## src/hw/lpsc_map.svh

```systemverilog
`ifndef LPSC_MAP_SVH
`define LPSC_MAP_SVH

// Data port selection values for the address port's select field.
`define LPSC_SEL_STATUS 3'h0
`define LPSC_SEL_PRIM 3'h1
// Address port field positions.
`define LPSC_RAP_SEL_HI 3
`define LPSC_RAP_SEL_LO 1

// Status register bit positions.
`define LPSC_B_STOP 14
`define LPSC_B_TXON 11
`define LPSC_B_RXON 10
`define LPSC_B_IEN 9
`define LPSC_B_SUM 8
`define LPSC_B_BUS_TIMEOUT_ERROR 7
`define LPSC_B_FLAG_LO 1

// Primitive exchange register bit positions.
`define LPSC_B_HOST_CMD_ERROR 15
`define LPSC_B_UAV 14
`define LPSC_B_HOST_CMD_PARAM_HI 13
`define LPSC_B_HOST_CMD_PARAM_LO 12
`define LPSC_B_HOST_CMD_CODE_HI 11
`define LPSC_B_HOST_CMD_CODE_LO 8
`define LPSC_B_INDICATION_LOST 7
`define LPSC_B_PAV 6
`define LPSC_B_INDICATION_CAUSE_HI 5
`define LPSC_B_INDICATION_CAUSE_LO 4
`define LPSC_B_INDICATION_CODE_HI 3
`define LPSC_B_INDICATION_CODE_LO 0

// Reset values.
`define LPSC_RST_FLAGS 7'h00
`define LPSC_RST_RDATA 16'h0000

// Bus master ready timeout in system clocks.
`define LPSC_READY_TIMEOUT 9'h100

`endif

```

## src/hw/lpsc_pkg.sv

```systemverilog
package lpsc_pkg;

  // Host command codes carried in the primitive exchange register.
  typedef enum logic [3:0] {
    CMD_STOP = 4'h0,
    CMD_START = 4'h1,
    CMD_INIT = 4'h2,
    CMD_TRANSP = 4'h3,
    CMD_STATUS = 4'h4,
    CMD_SELFTEST = 4'h5,
    CMD_CONN_REQ = 4'h6,
    CMD_CONN_RSP = 4'h7,
    CMD_RST_REQ = 4'h8,
    CMD_RST_RSP = 4'h9,
    CMD_XID_REQ = 4'hA,
    CMD_XID_RSP = 4'hB,
    CMD_TEST_REQ = 4'hC,
    CMD_TEST_RSP = 4'hD,
    CMD_DISC_REQ = 4'hE,
    CMD_UNUSED = 4'hF
  } lpsc_cmd_t;

  // Link phase kept by the block.
  typedef enum logic [1:0] {PH_STOPPED, PH_DISC, PH_INFO, PH_TRANSP} lpsc_phase_t;

  // Command interpreter states.
  typedef enum logic {ST_IDLE, ST_EXEC} lpsc_state_t;

  // Action strobes handed to the protocol engine, one cycle each.
  typedef struct packed {
    logic forward;
    lpsc_cmd_t code;
    logic [1:0] param;
    logic ring_reset;
    logic send_sabm;
    logic t1_start;
    logic t1_stop;
    logic send_dm;
    logic init_read;
    logic discard_unsent;
  } lpsc_act_t;

  // Provider indication posted by the protocol engine.
  typedef struct packed {
    logic post;
    logic [3:0] code;
    logic [1:0] cause;
  } lpsc_ind_t;

  // Hardware event strobes that set the interrupt cause flags.
  typedef struct packed {
    logic missed;
    logic rx_push;
    logic rx_fifo_full;
    logic tx_in_frame;
    logic tx_empty;
    logic txf_empty;
    logic tx_desc_done;
    logic rx_desc_done;
  } lpsc_evt_t;

endpackage : lpsc_pkg

```

## src/hw/lpsc_top.sv

```systemverilog
`timescale 1ns/1ps
`include "lpsc_map.svh"

module lpsc_top (
  input wire logic REF_CLK_I,
  input wire logic SYS_RST_I,
  input wire logic BUS_SEL_I,
  input wire logic BUS_WR_I,
  input wire logic BUS_ADR_I,
  input wire logic [15:0] BUS_WDATA_I,
  input wire logic DMA_ADDR_ON_I,
  input wire logic DMA_READY_I,
  input wire lpsc_pkg::lpsc_evt_t EVT_I,
  input wire lpsc_pkg::lpsc_ind_t IND_I,
  input wire logic LINK_UP_I,
  input wire logic LINK_DOWN_I,
  output logic [15:0] BUS_RDATA_O,
  output logic BUS_ACK_O,
  output logic IRQ_N_O,
  output logic STOPPED_O,
  output logic TX_ON_O,
  output logic RX_ON_O,
  output logic TX_ABORT_O,
  output lpsc_pkg::lpsc_act_t ACT_O,
  output lpsc_pkg::lpsc_phase_t PHASE_O
);
  import lpsc_pkg::*;

  // ****************************************************************
  // Storage
  // ****************************************************************
  logic [2:0] sel_r; // Data port register select.
  logic [7:1] flag_r; // Cause flags: 7 timeout, 6 missed, 5 overrun, 4 underrun,
                      // 3 primitive, 2 transmit done, 1 receive done.
  logic irq_enable_r; // Interrupt enable.
  logic host_cmd_error_r; // Command conflicted with the link state.
  logic host_cmd_valid_r; // Host has a command pending.
  logic [1:0] host_cmd_param_r; // Command parameter.
  logic [3:0] host_cmd_code_r; // Command code.
  logic indication_lost_r; // An indication was dropped.
  logic indication_valid_r; // An indication waits for the host.
  logic [1:0] indication_cause_r; // Cause code of the indication.
  logic [3:0] indication_code_r; // Indication code.
  logic [8:0] wait_cnt_r; // Clocks spent waiting for ready.
  logic init_done_r; // Initialization block has been read once.
  lpsc_phase_t phase_r; // Current link phase.
  lpsc_state_t state_r; // Interpreter state.
  logic cmd_ok; // Pending command is legal in the current phase.
  logic stop_now; // Stop command executing this cycle.
  logic timeout_hit; // Ready timeout reached this cycle.
  logic [7:1] flag_set; // Hardware set strobes.
  logic wr_stat; // Host write to the status register.
  logic wr_prim; // Host write to the primitive exchange register.
  lpsc_cmd_t cmd; // Pending command as an enum.

  // Set wins over a same-cycle write-one clear, so no event is lost.
  function automatic logic flag_nxt(input logic cur, input logic set, input logic clr);
    flag_nxt = set | (cur & ~clr);
  endfunction : flag_nxt

  assign cmd = lpsc_cmd_t'(host_cmd_code_r);
  assign wr_stat = BUS_SEL_I & BUS_WR_I & ~BUS_ADR_I & (sel_r == `LPSC_SEL_STATUS);
  assign wr_prim = BUS_SEL_I & BUS_WR_I & ~BUS_ADR_I & (sel_r == `LPSC_SEL_PRIM);
  assign stop_now = (state_r == ST_EXEC) & (cmd == CMD_STOP);
  assign timeout_hit = DMA_ADDR_ON_I & ~DMA_READY_I
                       & (wait_cnt_r == `LPSC_READY_TIMEOUT - 9'h001);

  // ****************************************************************
  // Command legality against the link phase
  // ****************************************************************
  // Each command is checked here; illegal ones only raise the error flag and cause flag 3.
  always_comb
  begin
    case (cmd)
      CMD_STOP: cmd_ok = 1'b1;
      CMD_START: cmd_ok = (phase_r == PH_STOPPED) | (phase_r == PH_TRANSP);
      CMD_INIT: cmd_ok = (phase_r == PH_STOPPED);
      CMD_TRANSP: cmd_ok = (phase_r != PH_TRANSP);
      CMD_STATUS: cmd_ok = init_done_r;
      CMD_SELFTEST: cmd_ok = (phase_r == PH_STOPPED);
      CMD_CONN_REQ, CMD_CONN_RSP: cmd_ok = (phase_r == PH_DISC);
      CMD_UNUSED: cmd_ok = 1'b0;
      default: cmd_ok = (phase_r != PH_STOPPED);
    endcase
  end

  // ****************************************************************
  // Hardware events
  // ****************************************************************
  always_comb
  begin
    flag_set[7] = timeout_hit;
    flag_set[6] = EVT_I.missed;
    flag_set[5] = EVT_I.rx_push & EVT_I.rx_fifo_full;
    flag_set[4] = EVT_I.tx_in_frame & EVT_I.tx_empty & EVT_I.txf_empty;
    flag_set[3] = IND_I.post | ((state_r == ST_EXEC) & ~cmd_ok);
    flag_set[2] = EVT_I.tx_desc_done;
    flag_set[1] = EVT_I.rx_desc_done;
  end

  // Counts clocks from address out to ready; restarts on every ready.
  always_ff @(posedge REF_CLK_I)
  begin
    if (SYS_RST_I || !DMA_ADDR_ON_I || DMA_READY_I || timeout_hit)
      wait_cnt_r <= 9'h000;
    else
      wait_cnt_r <= wait_cnt_r + 9'h001;
  end

  // ****************************************************************
  // Address port
  // ****************************************************************
  always_ff @(posedge REF_CLK_I)
  begin
    if (SYS_RST_I)
      sel_r <= 3'h0;
    else if (BUS_SEL_I && BUS_WR_I && BUS_ADR_I)
      sel_r <= BUS_WDATA_I[`LPSC_RAP_SEL_HI:`LPSC_RAP_SEL_LO];
  end

  // ****************************************************************
  // Interrupt cause flags and enable
  // ****************************************************************
  // Stop and bus reset clear everything; a set in that cycle is dropped
  // because stop means all activity is torn down anyway.
  always_ff @(posedge REF_CLK_I)
  begin
    if (SYS_RST_I || stop_now)
    begin
      flag_r <= `LPSC_RST_FLAGS;
      irq_enable_r <= 1'b0;
    end
    else
    begin
      for (int i = 1; i <= 7; i++)
        flag_r[i] <= flag_nxt(flag_r[i], flag_set[i], wr_stat & BUS_WDATA_I[i]);
      if (wr_stat)
        irq_enable_r <= BUS_WDATA_I[`LPSC_B_IEN];
    end
  end

  // Pin is low while any cause is set and interrupts are enabled.
  always_ff @(posedge REF_CLK_I)
  begin
    if (SYS_RST_I)
      IRQ_N_O <= 1'b1;
    else
      IRQ_N_O <= ~((|flag_r) & irq_enable_r);
  end

  // ****************************************************************
  // Host command half of the primitive exchange register
  // ****************************************************************
  always_ff @(posedge REF_CLK_I)
  begin
    if (SYS_RST_I)
    begin
      host_cmd_error_r <= 1'b0;
      host_cmd_valid_r <= 1'b0;
      host_cmd_param_r <= 2'h0;
      host_cmd_code_r <= 4'h0;
    end
    else
    begin
      host_cmd_error_r <= flag_nxt(host_cmd_error_r, (state_r == ST_EXEC) & ~cmd_ok,
                                   wr_prim & BUS_WDATA_I[`LPSC_B_HOST_CMD_ERROR]);
      // Device clear after processing; the host may re-arm in the same cycle.
      if (wr_prim && BUS_WDATA_I[`LPSC_B_UAV])
        host_cmd_valid_r <= 1'b1;
      else if (state_r == ST_EXEC)
        host_cmd_valid_r <= 1'b0;
      // Code and parameter are frozen while a command is pending.
      if (wr_prim && !host_cmd_valid_r)
      begin
        host_cmd_param_r <= BUS_WDATA_I[`LPSC_B_HOST_CMD_PARAM_HI:`LPSC_B_HOST_CMD_PARAM_LO];
        host_cmd_code_r <= BUS_WDATA_I[`LPSC_B_HOST_CMD_CODE_HI:`LPSC_B_HOST_CMD_CODE_LO];
      end
    end
  end

  // ****************************************************************
  // Provider indication half of the primitive exchange register
  // ****************************************************************
  always_ff @(posedge REF_CLK_I)
  begin
    if (SYS_RST_I)
    begin
      indication_valid_r <= 1'b0;
      indication_lost_r <= 1'b0;
      indication_code_r <= 4'h0;
      indication_cause_r <= 2'h0;
    end
    else if (IND_I.post && indication_valid_r)
      indication_lost_r <= 1'b1;
    else if (IND_I.post)
    begin
      indication_valid_r <= 1'b1;
      indication_code_r <= IND_I.code;
      indication_cause_r <= IND_I.cause;
    end
    else if (wr_prim && BUS_WDATA_I[`LPSC_B_PAV])
    begin
      indication_valid_r <= 1'b0;
      indication_lost_r <= 1'b0;
    end
  end

  // ****************************************************************
  // Command interpreter
  // ****************************************************************
  // One cycle of execution per command keeps the action strobes simple.
  always_ff @(posedge REF_CLK_I)
  begin
    if (SYS_RST_I)
      state_r <= ST_IDLE;
    else
    begin
      case (state_r)
        ST_IDLE: state_r <= host_cmd_valid_r ? ST_EXEC : ST_IDLE;
        ST_EXEC: state_r <= ST_IDLE;
        default: state_r <= ST_IDLE;
      endcase
    end
  end

  // Link phase follows commands and engine reports.
  always_ff @(posedge REF_CLK_I)
  begin
    if (SYS_RST_I)
    begin
      phase_r <= PH_STOPPED;
      init_done_r <= 1'b0;
    end
    else if (state_r == ST_EXEC && cmd_ok)
    begin
      case (cmd)
        CMD_STOP: phase_r <= PH_STOPPED;
        CMD_START: phase_r <= (host_cmd_param_r == 2'h1) ? PH_INFO : PH_DISC;
        CMD_TRANSP: phase_r <= PH_TRANSP;
        CMD_INIT: init_done_r <= 1'b1;
        default: phase_r <= phase_r;
      endcase
    end
    else if (phase_r != PH_STOPPED && phase_r != PH_TRANSP)
    begin
      if (LINK_DOWN_I)
        phase_r <= PH_DISC;
      else if (LINK_UP_I)
        phase_r <= PH_INFO;
    end
  end

  // Action strobes for the protocol engine.
  always_ff @(posedge REF_CLK_I)
  begin
    if (SYS_RST_I)
      ACT_O <= '0;
    else
    begin
      ACT_O <= '0;
      if (state_r == ST_EXEC && cmd_ok)
      begin
        ACT_O.forward <= 1'b1;
        ACT_O.code <= cmd;
        ACT_O.param <= host_cmd_param_r;
        ACT_O.ring_reset <= (cmd == CMD_START);
        ACT_O.init_read <= (cmd == CMD_INIT);
        ACT_O.send_sabm <= (cmd == CMD_RST_REQ) & (phase_r == PH_INFO);
        ACT_O.t1_start <= (cmd == CMD_RST_REQ) & (phase_r != PH_INFO);
        ACT_O.t1_stop <= (cmd == CMD_RST_RSP) & (phase_r != PH_INFO);
        ACT_O.send_dm <= (cmd == CMD_DISC_REQ) & (phase_r == PH_DISC);
        ACT_O.discard_unsent <= (host_cmd_param_r == 2'h1) & ((cmd == CMD_CONN_REQ)
          | (cmd == CMD_CONN_RSP) | (cmd == CMD_RST_REQ) | (cmd == CMD_RST_RSP));
      end
    end
  end

  // ****************************************************************
  // Link enables and pin-level status
  // ****************************************************************
  always_ff @(posedge REF_CLK_I)
  begin
    if (SYS_RST_I || stop_now || timeout_hit)
    begin
      TX_ON_O <= 1'b0;
      RX_ON_O <= 1'b0;
    end
    else if (state_r == ST_EXEC && cmd_ok && cmd == CMD_START)
    begin
      TX_ON_O <= 1'b1;
      RX_ON_O <= 1'b1;
    end
  end

  // Stopped drives the line to all ones and halts DMA outside.
  always_ff @(posedge REF_CLK_I)
  begin
    if (SYS_RST_I)
    begin
      STOPPED_O <= 1'b1;
      PHASE_O <= PH_STOPPED;
      TX_ABORT_O <= 1'b0;
    end
    else
    begin
      STOPPED_O <= (phase_r == PH_STOPPED);
      PHASE_O <= phase_r;
      TX_ABORT_O <= flag_set[4];
    end
  end

  // ****************************************************************
  // Data port read and acknowledge
  // ****************************************************************
  // Unselected registers read as zero; the answer comes one clock later.
  always_ff @(posedge REF_CLK_I)
  begin
    if (SYS_RST_I)
    begin
      BUS_RDATA_O <= `LPSC_RST_RDATA;
      BUS_ACK_O <= 1'b0;
    end
    else
    begin
      BUS_ACK_O <= BUS_SEL_I;
      BUS_RDATA_O <= 16'h0000;
      if (BUS_SEL_I && !BUS_WR_I)
      begin
        if (BUS_ADR_I)
          BUS_RDATA_O <= {12'h000, sel_r, 1'b0};
        else if (sel_r == `LPSC_SEL_STATUS)
          BUS_RDATA_O <= {1'b0, (phase_r == PH_STOPPED), 2'h0, TX_ON_O, RX_ON_O,
                          irq_enable_r, |flag_r, flag_r, 1'b0};
        else if (sel_r == `LPSC_SEL_PRIM)
          BUS_RDATA_O <= {host_cmd_error_r, host_cmd_valid_r, host_cmd_param_r,
                          host_cmd_code_r, indication_lost_r, indication_valid_r,
                          indication_cause_r, indication_code_r};
      end
    end
  end
endmodule : lpsc_top

```

## config.mk

```make
export PLATFORM = sky130hd
export DESIGN_NAME = lpsc_top
export DESIGN_NICKNAME = d
export VERILOG_FILES = /design/src/hw/lpsc_pkg.sv /design/src/hw/lpsc_top.sv
export VERILOG_INCLUDE_DIRS = /design/src /design/src/hw
export SDC_FILE = /design/constraint.sdc
export NUM_CORES = 1
export LEC_CHECK = 0
export BUFFER_PORTS_ARGS = -buffer_cell sky130_fd_sc_hd__clkbuf_2
export CAP_MARGIN = 15
export CELL_PAD_IN_SITES_DETAIL_PLACEMENT = 1
export CELL_PAD_IN_SITES_GLOBAL_PLACEMENT = 1
export CORE_ASPECT_RATIO = 0.7
export CORE_MARGIN = 4
export CORE_UTILIZATION = 30
export DETAILED_ROUTE_END_ITERATION = 6
export PLACE_DENSITY_LB_ADDON = 0.1
export SLEW_MARGIN = 5
export SYNTH_ARGS = -nofsm -noshare
export SYNTH_HDL_FRONTEND = slang
export SYNTH_SLANG_ARGS = --single-unit
```

## constraint.sdc

```tcl
create_clock -name REF_CLK_I -period 5.7 [get_ports REF_CLK_I]
set_input_delay 1.14 -clock REF_CLK_I [delete_from_list [all_inputs] [get_ports REF_CLK_I]]
set_output_delay 1.14 -clock REF_CLK_I [all_outputs]
set_load 0.02 [all_outputs]
```

# Yosys cells after proc, flatten, opt, wreduce, memory -nomap -nowiden
# Cells that the tools add are included.
# totals
ff_bits	77
input_bits	40
out_inout_bits	38
wordCells	177
# classes
n_addsub	1
muxes	19
n_reduce_logical	39
eq_ne	21
n_bitwise	63
# op_table
op	count
1-bit bitwise AND	33
15-bit two-way mux	2
1-bit NOT	17
4-bit by 3-bit == test with 1-bit output (second input constant)	4
4-bit == test (second input constant)	4
14-bit two-way mux	1
1-bit OR	13
1-bit logical AND	10
2-bit two-way mux	5
2-bit nonzero test	5
9-bit by 1-bit adder with 9-bit output (second input constant)	1
9-bit by 8-bit == test with 1-bit output (second input constant)	1
4-bit by 2-bit == test with 1-bit output (second input constant)	2
2-bit AND reduction	4
2-bit OR reduction	4
1-bit two-way mux	7
1-bit one-hot mux with 7 select lines	1
7-bit OR reduction	1
2-bit one-hot mux with 3 select lines	1
1-bit logical OR	5
5-bit OR reduction	1
2-bit by 1-bit == test with 1-bit output (second input constant)	2
2-bit == test (second input constant)	2
4-bit by 1-bit == test with 1-bit output (second input constant)	1
13 further kinds	16

# Longest topological paths before layout
# Gate-level depths: netlist of run 1.
# depth
ltp_word	7
ltp_mapped	10
depth_no_buf	10

# Worst setup path after synthesis of run 1
# Ideal clock, no wire load.
# synth_timing
kind	input to register
start	input BUS_ADR_I
end	register flag_r[3] (netlist bit)
arrival_time_ps	2187
t_required_ps	5570
n_path_buf	0
setup_time_ps	130
cell_stages	6
path_slack_ps	3383
cell_sequence	nor3_1 -> nand2b_1 -> nor2_1 -> nand2_1 -> a21oi_1 -> a21oi_1
# synth_between
elab_chain_cells	7
# synth_rtl
item	line_no	source
start, declared	lpsc_top.sv:9	input wire logic BUS_ADR_I,
1-bit NOT	lpsc_top.sv:62	assign wr_stat = BUS_SEL_I & BUS_WR_I & ~BUS_ADR_I & (sel_r == `LPSC_SEL_STATUS);
1-bit bitwise AND (2 in a row)	lpsc_top.sv:62	
1-bit bitwise AND	lpsc_top.sv:136	flag_r[i] <= flag_nxt(flag_r[i], flag_set[i], wr_stat & BUS_WDATA_I[i]);
1-bit NOT	lpsc_top.sv:58	flag_nxt = set | (cur & ~clr);
1-bit bitwise AND	lpsc_top.sv:58	
1-bit OR	lpsc_top.sv:58	
end signal, assigned	lpsc_top.sv:130	flag_r <= `LPSC_RST_FLAGS;
end signal, assigned by index	lpsc_top.sv:136	
end, declared	lpsc_top.sv:33	logic [7:1] flag_r;
# Every way passes these cells.
# A chain may end at the register's enable or synchronous reset.

# Worst setup path after layout of run 1
# Ends and elaborated chain as after synthesis.

==> results.sh, run 1 <==
export IMPL_p_leak_uw=0.00162
export IMPL_core_sq_um=9290
export IMPL_clkSlewWorstSetupHoldPaths_ns=0.06
export IMPL_fin_skew_ns=0.00498
export IMPL_hold_violations=0
export IMPL_max_slew_margin_pct=36.8
export IMPL_antenna_found_initial=0
export IMPL_crit_required_ns=5.90
export IMPL_yosysTopAreaCell="dfxtp_1"
export IMPL_drt_initial_drc_count=98
export IMPL_syn_to_final_growth_pct=27.3
export IMPL_fp_dieArea_sq_um=11400
export IMPL_final_common_cell="dfxtp_1"
export IMPL_post_route_min_period_ns=2.60
export IMPL_fmax_mhz=385
export IMPL_avgViaCountPerCell=4.70
export IMPL_syn_nets=360
export IMPL_critPathMaxFanout=8
export IMPL_clock_latency_ns=0.33
export IMPL_cp_num_cells=7
export IMPL_place_congestion=0.782
export IMPL_first_pass_iters=4
export IMPL_ant_nets=0
export IMPL_synthTopCellsByArea="dfxtp_1 53%, nor2_1 5.7%, a21oi_1 3.6%"
export IMPL_tightest_slew_ns=0.945
export IMPL_ys_async_sr_fraction_pct=0
export IMPL_irDropWorstVdd_uv=136
export IMPL_grt_max_degree=29
export IMPL_arrival_ns=2.80
export IMPL_yosysSeqAreaShare_pct=52.7
export IMPL_worstSetupPathType="in -> reg"
export IMPL_drive_above_1_share_pct=27.1
export IMPL_syn_inst=314
export IMPL_post_cts_buffers=0
export IMPL_detail_route_wl_per_cell_microns=15.4
export IMPL_chipHeight_microns=90.6
export IMPL_ioPinCount=78
export IMPL_synth_edff_count=0
export IMPL_fin_cells=519
export IMPL_setup_viol=0
export IMPL_grt_pass1_vias=2489
export IMPL_synth_top_area_share_pct=52.7
export IMPL_cts_hold_fix_buffers=0
export IMPL_postCtsResizedCells=0
export IMPL_layout_common_cells="77 x dfxtp_1, 76 x clkbuf_2, 44 x nor2_1"
export IMPL_antenna_cells=0
export IMPL_rsz0062_at_grt="no"
export IMPL_hp_class="reg -> reg"
export IMPL_track_usage_pct=14.7
export IMPL_clock_sinks=77
export IMPL_cts_tree="done"
export IMPL_htree_levels=3
export IMPL_grt_pass1_wl_microns=13200
export IMPL_root_buffer="clkbuf_16"
export IMPL_yosysWarnings=0
export IMPL_outcome="completed"
export IMPL_fp_dieW_microns=126
export IMPL_ys_types=50
export IMPL_holdPathStages=1
export IMPL_grt_overflow_total=0
export IMPL_yosys_register_bits=77
export IMPL_start_kind="input pin"
export IMPL_end_kind="flip-flop"
export IMPL_nets=436
export IMPL_cap_viol_max_count=0
export IMPL_ys_flop_type="dfxtp_1"
export IMPL_cellPowerDensity_nw_per_um2=327
export IMPL_clock_path_buffers=2
export IMPL_r2r_worst_path_cells=8
export IMPL_cts_buffers=9
export IMPL_path_cells="clkbuf_2 > nor3_1 > nand2b_1 > nor2_1 > nand2_1 > a21oi_1 > a21oi_1"
export IMPL_fin_setup_tns_ns=0
export IMPL_critPathMaxStageDelay_ns=0.54
export IMPL_port_buffers=76
export IMPL_slowest_stage="nor2_1"
export IMPL_post_route_period_util_pct=45.6
export IMPL_drc_errors=0
export IMPL_num_rows=29
export IMPL_drv_slew=0
export IMPL_place_inst=503
export IMPL_synth_area_sq_um=2920
export IMPL_routed_wl_microns=7980
export IMPL_hpwl_microns=5940
export IMPL_path_buf_inv=1
export IMPL_syn_area_per_cell_sq_um=9.31
export IMPL_initial_core_util_pct=31.5
export IMPL_cpLargestDelayFamily="simple AND/OR/NAND/NOR gates"
export IMPL_via_count=2439
export IMPL_crit_top_cell="a21oi_1"
cell usage after synthesis, types with 2 or more instances:
cell type / n
dfxtp_1: 77
nor2_1: 44
nand2_1: 28
a21oi_1: 21
inv_1: 16
nand3_1: 11
a22o_1: 10
mux2i_1: 10
o21ai_0: 10
nor3_1: 8
ha_1: 6
a22oi_1: 5
and2_1: 5
clkbuf_1: 5
nand2b_1: 5
buf_2: 4
and3_1: 3
nor3b_1: 3
nor4_1: 3
xnor2_1: 3
and2_2: 2
mux2_2: 2
nand2_2: 2
nor2b_1: 2
o22ai_1: 2
or2_2: 2
xor2_1: 2
kinds of logic after synthesis:
| kind of cell | share of synthesized area [%] |
|---|---|
| AO/OA/AOI/OAI | 13.1 |
| XOR/XNOR | 1.50 |
| adder cells (fa/ha/maj) | 2.57 |
| buffers and inverters | 4.58 |
| flip-flops | 52.7 |
| multiplexers | 4.20 |
| AND/OR/NAND/NOR | 21.3 |
metrics by stage:
stage	instance area [sq um]	utilization (%)	power (uW)	setup slack, ns	hold WS [ns]
2_1_floorplan	2920	-	595	3.38	0.380
3_3_place_gp	3400	36.6	621	2.77	0.398
3_5_place_dp	3400	36.6	622	2.78	0.410
4_1_cts	3720	40.1	1240	3.13	0.422
5_1_grt	3720	40.1	1260	2.91	0.438
6_report	3720	40.1	1220	3.10	0.415
worst paths after layout:
path                      from        end  slack, ns
hold / removal    irq_enable_r    IRQ_N_O       0.42
setup / recovery     BUS_ADR_I  flag_r[3]       3.10
hold reg to reg   irq_enable_r    IRQ_N_O       0.42
setup reg to reg        cmd[1]   ACT_O[2]       3.33
layer usage:
layer | global-route usage, % | part of all wire (%) | vias to the layer above
li1 | - | - | 1227
met1 | 20.7 | 52 | 1157
met2 | 20.4 | 41 | 48
met3 | 5.91 | 5.6 | 7
met4 | 4.11 | 1.1 | 0
met5 | 0 | 0 | -
worst register-to-register path, stage by stage, from the launching register on:
cell,delay [ns]
dfxtp_1,0.60
inv_2,0.18
o41ai_1,0.60
a211oi_2,0.23
nor2_4,0.20
nand2_4,0.11
inv_4,0.10
nand2_2,0.06
nor4_2,0.21
where the power goes:
group          switching (uW)  internal (uW)  leakage [uW]
logic                    30.4           23.7      0.000837
registers                7.49            548      0.000624
clock network             211            396      0.000154
sequential cells by signal, indices dropped and copies added (netlist names), 2 cells and up:
signal              cells
ACT_O                  14
flag_r                  7
host_cmd_param_r        2
cmd                     4
wait_cnt_r              9
PHASE_O                 2
phase_r                 2
indication_code_r       4
BUS_RDATA_O            16
indication_cause_r      2
sel_r                   3
area by class of cell:
class | instances | area [sq um]
tap | 124 | 155
sequential | 77 | 1540
clock inverter | 3 | 68.8
fill | 1124 | 5570
timing repair buffer | 77 | 388
inverter | 18 | 70.1
clock buffer | 13 | 250
multi-input combinational | 207 | 1250
(Power assumes the default switching activity.)
==> run 2: changes to the inputs <==
- ABC_AREA: unset -> 1
- clock period: 5.7 -> 2.5 ns (I/O delays scaled with it)
==> run 2 against run 1 <==
Net effect:
- worst hold slack got worse by 0.040 ns
- cell count rose by 10%
- design area rose by 1.7%
- first-iteration DRC count fell by 16%
- utilization rose by 0.54 points
- sequential share of layout area fell by 0.71 points
- total power rose to 2.5 times the previous value
- non-clock buffer count rose by 3
- sequential cell count did not move
- synthesized cell count rose by 15%
- global-route usage rose by 0.49 points
- critical path type is now reg -> reg
==> results.sh, run 2 <==
export IMPL_r2r_start="wait_cnt_r[0]"
export IMPL_nets=488
export IMPL_rsz0062_at_grt="no"
export IMPL_clock_path_buffers=2
export IMPL_start_kind="flip-flop"
export IMPL_post_cts_buffers=0
export IMPL_tightest_slew_ns=0.458
export IMPL_fin_setup_tns_ns=0
export IMPL_syn_inst=361
export IMPL_end_kind="flip-flop"
export IMPL_htree_levels=3
export IMPL_yosysWarnings=0
export IMPL_drt_initial_drc_count=82
export IMPL_layout_common_cells="77 x dfxtp_1, 76 x clkbuf_2, 55 x inv_1"
export IMPL_synth_edff_count=0
export IMPL_fp_dieArea_sq_um=11500
export IMPL_post_route_util_pct=40.6
export IMPL_fin_cells=571
export IMPL_antenna_found_initial=0
export IMPL_crit_required_ns=2.76
export IMPL_syn_nets=407
export IMPL_reg_top3="BUS_RDATA_O x16, ACT_O x14, wait_cnt_r x9"
export IMPL_worstSetupPathType="reg -> reg"
export IMPL_critPathMaxFanout=7
export IMPL_p_leak_uw=0.00171
export IMPL_initial_core_util_pct=31.6
export IMPL_postCtsResizedCells=0
export IMPL_grt_pass1_wl_microns=13700
export IMPL_cellPowerDensity_nw_per_um2=818
export IMPL_largest_reg_flops=16
export IMPL_grt_max_degree=20
export IMPL_ioPinCount=78
export IMPL_critPathLaunch="wait_cnt_r[0]"
export IMPL_min_delay_start="EVT_I[0]"
export IMPL_port_buffers=76
export IMPL_antenna_cells=0
export IMPL_clock_sinks=77
export IMPL_grt_pass1_vias=2687
export IMPL_setup_viol=0
export IMPL_cap_viol_max_count=0
export IMPL_ys_async_sr_fraction_pct=0
export IMPL_first_pass_iters=4
export IMPL_synth_area_sq_um=2940
export IMPL_synth_top_area_share_pct=52.4
export IMPL_cts_buffers=9
export IMPL_synth_most_common_cell="dfxtp_1"
export IMPL_clkSlewWorstSetupHoldPaths_ns=0.06
export IMPL_max_slew_margin_pct=69.4
export IMPL_avgViaCountPerCell=4.51
export IMPL_hpwl_microns=6370
export IMPL_drc_errors=0
export IMPL_post_route_period_util_pct=76.1
export IMPL_grt_overflow_total=0
export IMPL_track_usage_pct=15.1
export IMPL_yosysTopAreaCell="dfxtp_1"
export IMPL_hold_violations=0
export IMPL_fmax_mhz=526
export IMPL_synth_common_cells="77 x dfxtp_1, 55 x inv_1, 46 x nand2_1"
export IMPL_final_common_cell="dfxtp_1"
export IMPL_num_rows=29
export IMPL_routed_wl_microns=8220
export IMPL_via_count=2578
export IMPL_detail_route_wl_per_cell_microns=14.4
export IMPL_drv_slew=0
export IMPL_cts_tree="done"
export IMPL_place_congestion=0.795
export IMPL_hp_class="in -> reg"
export IMPL_outcome="completed"
export IMPL_arrival_ns=2.16
export IMPL_place_inst=555
export IMPL_root_buffer="clkbuf_16"
export IMPL_clock_latency_ns=0.34
export IMPL_ys_types=33
export IMPL_fin_skew_ns=0.00619
export IMPL_synthTopCellsByArea="dfxtp_1 52%, inv_1 7.0%, a21oi_1 6.0%"
export IMPL_ys_flop_type="dfxtp_1"
export IMPL_chipHeight_microns=90.9
export IMPL_syn_area_per_cell_sq_um=8.15
export IMPL_yosys_register_bits=77
export IMPL_post_route_min_period_ns=1.90
export IMPL_ant_nets=0
export IMPL_core_sq_um=9330
export IMPL_finalPower_uw=3100
export IMPL_fp_dieW_microns=126
export IMPL_regMostFlops="BUS_RDATA_O"
export IMPL_cts_hold_fix_buffers=0
export IMPL_syn_to_final_growth_pct=28.7
export IMPL_drive_above_1_share_pct=25.7
export IMPL_irDropWorstVdd_uv=372
export IMPL_yosysSeqAreaShare_pct=52.4
-- run 2: cell count changes after synthesis, moves of 6 or more --
cell / previous run / this run
nor2_2: 0 / 7
a21oi_1: 21 / 35
nor2_1: 44 / 36
mux2i_1: 10 / 0
a22o_1: 10 / 0
o21ai_0: 10 / 29
nand2_1: 28 / 46
o22ai_1: 2 / 9
inv_1: 16 / 55
nand3_1: 11 / 17
-- run 2: cell families (layout without fill, tap and decap cells) --
family	Yosys count	in the layout	share of synthesized area, %
buffers and inverters	68	154	9.23
and+or+nand+nor	129	129	21.0
xor gates and xnor gates	1	1	0.298
AOI/OAI and AO/OA	80	80	14.5
DFF	77	77	52.4
adders and majority gates	6	6	2.55
-- run 2: critical path: stages, from the launching register on --
cell and delay [ns]:
dfxtp_1 0.32, ha_1 0.21, nand2_1 0.06, inv_1 0.06, nand4_1 0.11, nor3_1 0.06, ha_1 0.18, nor4_1 0.34
inv_1 0.25, nor3_1 0.22
-- run 2: worst paths after layout --
kind	slack, ns	cells past startpoint	end
worst max-delay path	0.60	9	wait_cnt_r[5]
worst min-delay path	0.38	3	flag_r[1]
worst max register to register	0.60	9	wait_cnt_r[5]
worst min register to register	0.45	2	BUS_RDATA_O[0]
-- run 2: metal layers --
metal	up-vias	part of all wire (%)	wire (microns)	global-route usage (%)
met5	-	0	0	0
met4	0	1.5	121	5.09
met3	10	5.1	420	5.50
met2	49	41	3370	21.8
met1	1187	52	4310	20.9
li1	1332	-	-	-
-- run 2: report_power, final --
part	internal [uW]	leakage (uW)	switching, uW
clock network	889	0.000159	547
logic	122	0.000921	225
registers	1280	0.000626	29.1
-- run 2: cell type report --
type	instances	area, sq um
Timing Repair Buffer	80	410
Inverter	58	219
Tap cell	124	155
Fill cell	1168	5540
Clock inverter	7	105
Clock buffer	9	225
Sequential cell	77	1540
Multi-Input combinational cell	216	1130
-- run 2: per-stage QoR --
stage	worst slack [ns]	area, sq um	hold WS, ns
3_5_place_dp	0.508	3460	0.439
3_3_place_gp	0.543	3460	0.425
2_1_floorplan	0.828	2940	0.408
6_report	0.597	3790	0.375
4_1_cts	0.576	3790	0.365
5_1_grt	0.350	3790	0.388
